**config.mk**
```make
export PLATFORM = sky130hd
export DESIGN_NAME = tlvi_handler
export DESIGN_NICKNAME = d
export VERILOG_FILES = /design/src/tlvi_handler.v
export VERILOG_INCLUDE_DIRS = /design/src /design/src/src
export SDC_FILE = /design/constraint.sdc
export NUM_CORES = 1
export LEC_CHECK = 0
export ABC_AREA = 1
export BUFFER_PORTS_ARGS = -buffer_cell sky130_fd_sc_hd__buf_2
export CORE_MARGIN = 5
export CORE_UTILIZATION = 25
export CTS_CLUSTER_DIAMETER = 100
export DETAILED_ROUTE_END_ITERATION = 16
export PLACE_DENSITY = 0.44
export SYNTH_ARGS = -nofsm -noshare
export SYNTH_HDL_FRONTEND = slang
export SYNTH_SLANG_ARGS = --single-unit
```
**constraint.sdc**
```tcl
create_clock -name core_clk -period 5 [get_ports core_clk]
set_clock_uncertainty 0.15 [all_clocks]
set_input_delay 0.25 -clock core_clk [delete_from_list [all_inputs] [get_ports core_clk]]
set_output_delay 0.25 -clock core_clk [all_outputs]
set_load 0.03 [all_outputs]
```
**src/tlvi_defs.vh**
```
// constants of the two-level vectored interrupt handler
`ifndef TLVI_DEFS_VH
`define TLVI_DEFS_VH
`define TLVI_NSRC 17
`define TLVI_ADR_PRI_EN 6'h00
`define TLVI_ADR_PRI_PR 6'h04
`define TLVI_ADR_EXT_EN_A 6'h08
`define TLVI_ADR_EXT_PR_A 6'h0C
`define TLVI_ADR_EXT_EN_B 6'h10
`define TLVI_ADR_EXT_PR_B 6'h14
`define TLVI_ADR_PEND 6'h18
`define TLVI_ADR_STAT 6'h1C
`define TLVI_GLOBAL_BIT 7
`define TLVI_EN_RST 8'h00
`define TLVI_PR_RST 8'h00
`define TLVI_PRI_PR_FIXED 8'h80
`define TLVI_VEC_BASE 16'h0003
`define TLVI_VEC_STEP 16'h0008
`define TLVI_CALL_CYC 3'h5
`define TLVI_AUTOCLR 17'h0_000F
`endif

```
**src/tlvi_handler.v**
```verilog
// vectored interrupt handler with two levels, wishbone register port and cpu call port
//
// The address map and register access over Wishbone were decided locally.
`timescale 1ns/100ps
`default_nettype none
`include "tlvi_defs.vh"

module tlvi_handler
(
  // clock, reset, enable
  input  wire        core_clk,
  input  wire        reset,
  input  wire        clk_en,
  // wishbone slave
  input  wire        wb_cyc_i,
  input  wire        wb_stb_i,
  input  wire        wb_we_i,
  input  wire [5:0]  wb_adr_i,
  input  wire [3:0]  wb_sel_i,
  input  wire [31:0] wb_dat_i,
  output reg  [31:0] wb_dat_o,
  output reg         wb_ack_o,
  // interrupt sources
  input  wire        external_irq_pin_0_n,
  input  wire        external_irq_pin_1_n,
  input  wire [16:0] src_event,
  input  wire [16:0] src_level,
  // cpu sequencer
  input  wire        instr_done,
  input  wire        return_from_interrupt_done,
  output reg         call_start,
  output reg         call_busy,
  output reg  [15:0] call_vector
);

  localparam ST_IDLE = 1'b0;
  localparam ST_CALL = 1'b1;

  // ---------------------------------------------------------------
  // registers
  // ---------------------------------------------------------------
  reg  [7:0]  pri_en_q;
  reg  [7:0]  pri_pr_q;
  reg  [7:0]  ext_en_a_q;
  reg  [7:0]  ext_pr_a_q;
  reg  [1:0]  ext_en_b_q;
  reg  [1:0]  ext_pr_b_q;
  reg  [16:0] pend_q;
  reg  [16:0] pend_d;
  reg         in_lo_q;
  reg         in_hi_q;
  reg         hold_one_q;
  reg         state_q;
  reg  [2:0]  cnt_q;
  reg         req_q;
  reg         req_hi_q;
  reg  [4:0]  req_idx_q;
  reg         run_hi_q;

  wire        bus_go;
  wire        wr;
  wire [16:0] enables;
  wire [16:0] levels;
  wire [16:0] active;
  wire        pin0_fall;
  wire        pin1_fall;
  wire [16:0] hw_set;
  wire        take;
  wire        level_ok;

  assign bus_go = wb_cyc_i & wb_stb_i & ~wb_ack_o;
  assign wr     = bus_go & wb_we_i;

  // same bit positions in enable and priority registers
  assign enables = {ext_en_b_q, ext_en_a_q, pri_en_q[6:0]};
  assign levels  = {ext_pr_b_q, ext_pr_a_q, pri_pr_q[6:0]};
  // gate the ORed flags, leave them pending
  assign active  = (pend_q | src_level) & enables & {17{pri_en_q[`TLVI_GLOBAL_BIT]}};

  // ---------------------------------------------------------------
  // pin synchronisers, falling edge sets the external flags
  // ---------------------------------------------------------------
  // pins set the external flags through these
  tlvi_pin_sync u_pin0_sync
  (
    .core_clk (core_clk),
    .reset    (reset),
    .clk_en   (clk_en),
    .pin_n    (external_irq_pin_0_n),
    .fall     (pin0_fall)
  );

  tlvi_pin_sync u_pin1_sync
  (
    .core_clk (core_clk),
    .reset    (reset),
    .clk_en   (clk_en),
    .pin_n    (external_irq_pin_1_n),
    .fall     (pin1_fall)
  );
  // events set flags with no regard to enables
  assign hw_set = src_event | {14'h0000, pin1_fall, 1'b0, pin0_fall};

  // ---------------------------------------------------------------
  // arbitration, every cycle
  // ---------------------------------------------------------------
  reg        arb_req;
  reg        arb_hi;
  reg  [4:0] arb_idx;
  integer    i;

  always @*
  begin
    arb_req = 1'b0;
    arb_hi  = 1'b0;
    arb_idx = 5'd0;
    // high level first, lower index wins within a level
    for (i = `TLVI_NSRC - 1; i >= 0; i = i - 1)
    begin
      if (active[i] && levels[i] && !in_hi_q)
      begin
        arb_req = 1'b1;
        arb_hi  = 1'b1;
        arb_idx = i[4:0];
      end
    end
    if (!arb_req)
    begin
      for (i = `TLVI_NSRC - 1; i >= 0; i = i - 1)
      begin
        if (active[i] && !levels[i] && !in_hi_q && !in_lo_q)
        begin
          arb_req = 1'b1;
          arb_idx = i[4:0];
        end
      end
    end
  end

  // the decode is registered each cycle, the detect cycle
  always @(posedge core_clk or posedge reset)
  begin
    if (reset)
    begin
      req_q     <= 1'b0;
      req_hi_q  <= 1'b0;
      req_idx_q <= 5'd0;
    end
    else if (clk_en)
    begin
      req_q     <= arb_req;
      req_hi_q  <= arb_hi;
      req_idx_q <= arb_idx;
    end
  end

  // a level may have been entered since the request was registered
  assign level_ok = !in_hi_q && (req_hi_q || !in_lo_q);

  // a stale request is rechecked against the live flags, so a clear is honoured
  assign take = (state_q == ST_IDLE) && instr_done && req_q && !hold_one_q
                && active[req_idx_q] && level_ok;

  // ---------------------------------------------------------------
  // call sequencing and in-service levels
  // ---------------------------------------------------------------
  always @(posedge core_clk or posedge reset)
  begin
    if (reset)
    begin
      state_q     <= ST_IDLE;
      cnt_q       <= 3'd0;
      call_start  <= 1'b0;
      call_busy   <= 1'b0;
      call_vector <= 16'h0000;
      in_lo_q     <= 1'b0;
      in_hi_q     <= 1'b0;
      hold_one_q  <= 1'b0;
      run_hi_q    <= 1'b0;
    end
    else if (clk_en)
    begin
      call_start <= 1'b0;
      // after a return one instruction always runs
      if (return_from_interrupt_done)
        hold_one_q <= 1'b1;
      else if (instr_done)
        hold_one_q <= 1'b0;
      if (return_from_interrupt_done)
      begin
        if (in_hi_q)
          in_hi_q <= 1'b0;
        else
          in_lo_q <= 1'b0;
      end
      case (state_q)
        ST_IDLE:
        begin
          if (take)
          begin
            state_q     <= ST_CALL;
            cnt_q       <= `TLVI_CALL_CYC - 3'd1;
            call_start  <= 1'b1;
            call_busy   <= 1'b1;
            run_hi_q    <= req_hi_q;
            // vector grows by eight per order index
            call_vector <= `TLVI_VEC_BASE + {8'h00, req_idx_q, 3'b000};
          end
        end
        ST_CALL:
        begin
          // five cycles of long call before the routine runs
          if (cnt_q == 3'd0)
          begin
            state_q   <= ST_IDLE;
            call_busy <= 1'b0;
            if (run_hi_q)
              in_hi_q <= 1'b1;
            else
              in_lo_q <= 1'b1;
          end
          else
            cnt_q <= cnt_q - 3'd1;
        end
        default:
        begin
          state_q   <= ST_IDLE;
          call_busy <= 1'b0;
        end
      endcase
    end
  end

  // ---------------------------------------------------------------
  // pending flags: software write replaces, hardware set wins
  // ---------------------------------------------------------------
  always @*
  begin
    pend_d = pend_q;
    if (wr && wb_adr_i == `TLVI_ADR_PEND)
    begin
      if (wb_sel_i[0])
        pend_d[7:0] = wb_dat_i[7:0];
      if (wb_sel_i[1])
        pend_d[15:8] = wb_dat_i[15:8];
      if (wb_sel_i[2])
        pend_d[16] = wb_dat_i[16];
    end
    // only the first four flags clear on vectoring
    if (take)
      pend_d = pend_d & ~(`TLVI_AUTOCLR & (17'h0_0001 << req_idx_q));
    // a written 1 sets just like an event; events beat clears
    pend_d = pend_d | hw_set;
  end

  // ---------------------------------------------------------------
  // wishbone register file
  // ---------------------------------------------------------------
  always @(posedge core_clk or posedge reset)
  begin
    if (reset)
    begin
      pri_en_q   <= `TLVI_EN_RST;
      pri_pr_q   <= `TLVI_PR_RST;
      ext_en_a_q <= `TLVI_EN_RST;
      ext_pr_a_q <= `TLVI_PR_RST;
      ext_en_b_q <= 2'b00;
      ext_pr_b_q <= 2'b00;
      pend_q     <= 17'h0_0000;
      wb_ack_o   <= 1'b0;
      wb_dat_o   <= 32'h0000_0000;
    end
    else if (clk_en)
    begin
      pend_q   <= pend_d;
      wb_ack_o <= bus_go;
      if (wr && wb_sel_i[0])
      begin
        case (wb_adr_i)
          `TLVI_ADR_PRI_EN:   pri_en_q   <= wb_dat_i[7:0];
          `TLVI_ADR_PRI_PR:   pri_pr_q   <= wb_dat_i[7:0];
          `TLVI_ADR_EXT_EN_A: ext_en_a_q <= wb_dat_i[7:0];
          `TLVI_ADR_EXT_PR_A: ext_pr_a_q <= wb_dat_i[7:0];
          `TLVI_ADR_EXT_EN_B: ext_en_b_q <= wb_dat_i[1:0];
          `TLVI_ADR_EXT_PR_B: ext_pr_b_q <= wb_dat_i[1:0];
          default:            pri_en_q   <= pri_en_q;
        endcase
      end
      if (bus_go && !wb_we_i)
      begin
        case (wb_adr_i)
          `TLVI_ADR_PRI_EN:   wb_dat_o <= {24'h00_0000, pri_en_q};
          // top priority bit is fixed and reads as one
          `TLVI_ADR_PRI_PR:   wb_dat_o <= {24'h00_0000, pri_pr_q[6:0] | `TLVI_PRI_PR_FIXED};
          `TLVI_ADR_EXT_EN_A: wb_dat_o <= {24'h00_0000, ext_en_a_q};
          `TLVI_ADR_EXT_PR_A: wb_dat_o <= {24'h00_0000, ext_pr_a_q};
          `TLVI_ADR_EXT_EN_B: wb_dat_o <= {30'h0000_0000, ext_en_b_q};
          `TLVI_ADR_EXT_PR_B: wb_dat_o <= {30'h0000_0000, ext_pr_b_q};
          `TLVI_ADR_PEND:     wb_dat_o <= {15'h0000, pend_q};
          `TLVI_ADR_STAT:     wb_dat_o <= {21'h00_0000, state_q, hold_one_q,
                                           req_hi_q, req_q, in_hi_q, in_lo_q,
                                           req_idx_q};
          default:            wb_dat_o <= 32'h0000_0000;
        endcase
      end
    end
  end

endmodule // tlvi_handler

// ---------------------------------------------------------------
// pin synchroniser: two flops, then a falling-edge detect
// ---------------------------------------------------------------
module tlvi_pin_sync
(
  // clock, reset, enable
  input  wire core_clk,
  input  wire reset,
  input  wire clk_en,
  // asynchronous pin, active low
  input  wire pin_n,
  // one-cycle pulse on a falling edge
  output wire fall
);

  reg  [1:0] sync_q;
  reg        old_q;

  // only the second flop is read; the first may be metastable
  always @(posedge core_clk or posedge reset)
  begin
    if (reset)
    begin
      // idle level of the pin, so no false edge follows reset
      sync_q <= 2'b11;
      old_q  <= 1'b1;
    end
    else if (clk_en)
    begin
      sync_q <= {sync_q[0], pin_n};
      old_q  <= sync_q[1];
    end
  end

  assign fall = old_q & ~sync_q[1];

endmodule // tlvi_pin_sync
`default_nettype wire

```
==> results.json <==
{
  "status": "finished clean",
  "routed_wl_um": 20100,
  "placed_area_um2": 6260,
  "r2r_slack_ns": 1.84,
  "reg2reg_to": "req_idx_q[0]$_DFFE_PP0P_",
  "synth_cell_types": 43,
  "grt_pass1_vias": 5414,
  "switching_power_mw": 0.554,
  "worst_setup_path_start_kind": "register",
  "period_share_pct": 63.1,
  "seqPwrFrac_pct": 48.1,
  "hp-class": "primary input to register",
  "ys.flop_type": "dfrtp_1",
  "path_buf_inv": 0,
  "cts_inserted_buffers": 9,
  "fin_cells": 1138,
  "async_reset_ff_share_pct": 100,
  "drive_gt1_share_pct": 16.4,
  "post_cts_buffers": 0,
  "cts.htree.levels": 3,
  "dieHeight_um": 159,
  "internal_power_mw": 1.29,
  "yosys_register_bits": 99,
  "combPwrFrac_pct": 14.0,
  "fmax_mhz": 317,
  "antenna_left": 0,
  "critPathKind": "register to register",
  "finalHoldViolCount": 0,
  "via_per_inst": 4.76,
  "power_mw": 1.84,
  "swShare_pct": 30.1,
  "n_antenna_cell": 0,
  "power_frac_clock_pct": 37.8,
  "endpoint_kind": "register",
  "dp.cells": 1099,
  "syn_inst": 737,
  "worstRegToRegCells": 31,
  "setup_ws_ns": 1.84,
  "cp.arrival_ns": 3.25,
  "synth_seq_area_share_pct": 44.8,
  "cap_violations": 0,
  "fin_area_um2": 6780,
  "gp_congestion": 0.913,
  "clkSinkCount": 99,
  "crit_path_end": "req_idx_q[0]$_DFFE_PP0P_",
  "cts_root_buf": "clkbuf_16",
  "cts_buffer_depth": 2,
  "setup_tns_ns": 0,
  "synth-edff-count": 0,
  "cp_common_cell": "nand2_1",
  "first_pass_iters": 5,
  "fin_nets": 941,
  "place_ws_ns": 1.88,
  "drc": 0,
  "gr-total-overflow": 0,
  "leakage_nw": 3.30,
  "grt_pass1_wl_um": 31600,
  "hold_ws_ns": 0.0163,
  "worstMarginPinSlew_ns": 0.881,
  "critPathMaxFanout": 15,
  "start_util_pct": 25.4,
  "cp.required_ns": 5.09,
  "io_buffers": 96,
  "fin_crit_ns": 3.16,
  "clkLatencyLatePin_ns": 0.36,
  "syn_to_final_growth_pct": 22.1,
  "rsz0062_at_grt": "false",
  "grt_antenna_before_repair": 0,
  "cpLargestDelayFamily": "simple AND/OR/NAND/NOR gates",
  "synthesis.area_um2": 5550,
  "irDropWorstVdd_uv": 125,
  "dpl.hpwl_um": 15300,
  "drv_slew": 0,
  "drtIter0Drc": 366,
  "clkTransAtPathRegs_ns": 0.07,
  "fin_util_pct": 31.1,
  "max_stage_delay_ns": 0.80,
  "fp-row-count": 54,
  "grtUsageTotal_pct": 15.8,
  "setup_viol": 0,
  "die-width_um": 159,
  "slew_headroom_pct": 41.3,
  "yosysWarnings": 0,
  "io_pins": 137,
  "die-area_um2": 25300,
  "cp.depth": 31,
  "grt_max_degree": 67,
  "core_region_area_um2": 21800,
  "crit_start": "pri_en_q[7]$_DFFE_PP0P_",
  "dr_total_vias": 5417,
  "cts_tree": "yes",
  "avgSynthCellArea_um2": 7.53,
  "wire_per_inst_um": 17.6,
  "worstReg2RegStart": "pri_en_q[7]$_DFFE_PP0P_",
  "powerDensity_nw_per_um2": 271,
  "slowest_stage": "dfrtp_1"
}
## how the worst min path moves through the flow
stage          slack, ns                               from                           endpoint  depth (start not counted)
6_report            0.02                       wb_dat_i[10]             pend_q[10]$_DFFE_PP0P_                          3
5_1_grt             0.02                        wb_dat_i[9]              pend_q[9]$_DFFE_PP0P_                          3
4_1_cts            0.003                        wb_dat_i[9]              pend_q[9]$_DFFE_PP0P_                          3
3_5_place_dp        0.31  u_pin0_sync.sync_q[0]$_DFFE_PP1P_  u_pin0_sync.sync_q[0]$_DFFE_PP1P_                          2
3_3_place_gp        0.30  u_pin0_sync.sync_q[0]$_DFFE_PP1P_  u_pin0_sync.sync_q[0]$_DFFE_PP1P_                          2
2_1_floorplan       0.20               external_irq_pin_0_n  u_pin0_sync.sync_q[0]$_DFFE_PP1P_                          2
## layout make-up
type	instances	area (um^2)
flip-flops and latches	99	2480
inverters	96	365
clock buffers	11	243
fillers	2425	15000
clock inverters	5	45.0
well taps	280	350
multi-input cells	521	2530
repair buffers	126	763
## routing by layer
layer	track usage, %	vias up	wire length, um
met5	0	-	0
met4	3.49	0	289
met3	3.65	22	1370
met2	25.1	184	9010
met1	22.0	2563	9390
li1	-	2648	-
## synthesized netlist by cell type, drive strengths merged, types with 6 or more instances
master,count,share of area (%)
inv,95,6.5
nand3,33,3.1
a21oi,15,1.4
dfstp,6,2.8
dfrtp,93,42
o21ai,77,6.9
clkbuf,16,1.1
buf,28,3.7
o211ai,18,2.4
nor3,28,2.8
a22oi,19,2.6
nand2,185,13
nor2,69,4.8
a31oi,9,1.0
## kinds of logic after synthesis
group                    after synthesis  share of synthesized area [%]
AO/OA/AOI/OAI                        167                           18.7
other                                  1                         0.0676
flip-flops                            99                           44.8
adder cells (fa/ha/maj)                2                          0.451
buffers and inverters                140                           11.3
AND/OR/NAND/NOR                      328                           24.7
## what timing repair did
| action | 4_1_cts | 5_1_grt |
|---|---|---|
| hold endpoints to repair | 75 | 0 |
| resized for setup | 0 | 0 |
| hold buffers | 23 | 0 |
## worst min-delay path: stages
cell and delay (ns):
buf_2 0.10, inv_1 0.04, o211ai_1 0.08
## power groups by stage
stage / logic [mW] / clock network, mW / registers, mW
finish: 0.258 / 0.696 / 0.886
global route: 0.292 / 0.750 / 0.891
CTS: 0.261 / 0.719 / 0.886
detailed placement: 0.251 / 0 / 0.901
global placement: 0.249 / 0 / 0.901
floorplan: 0.155 / 0 / 0.912
## sequential cells by signal (all words and copies together) (netlist names), 2 cells and up
signal and flops:
call_vector 6, cnt_q 3, ext_en_a_q 8, ext_en_b_q 2
ext_pr_a_q 8, ext_pr_b_q 2, pend_q 17, pri_en_q 8
pri_pr_q 7, req_idx_q 5, u_pin0_sync.sync_q 2, u_pin1_sync.sync_q 2
wb_dat_o 17
## cells in the final DEF, fill, tap and decap left out, drive strengths merged, types with 2 or more instances in the layout
cell type	n
nand2	185
buf	103
inv	98
dfrtp	93
o21ai	77
nor2	69
nand3	33
nor3	28
conb	24
dlygate4sd3	23
a22oi	19
o211ai	18
a21oi	15
clkbuf	11
a31oi	9
dfstp	6
nor4	5
a221oi	5
nand4	4
o2111ai	4
o22ai	4
a21o	4
a22o	4
nand3b	2
o221ai	2
ha	2
clkinv	2
(Power assumes the default switching activity.)
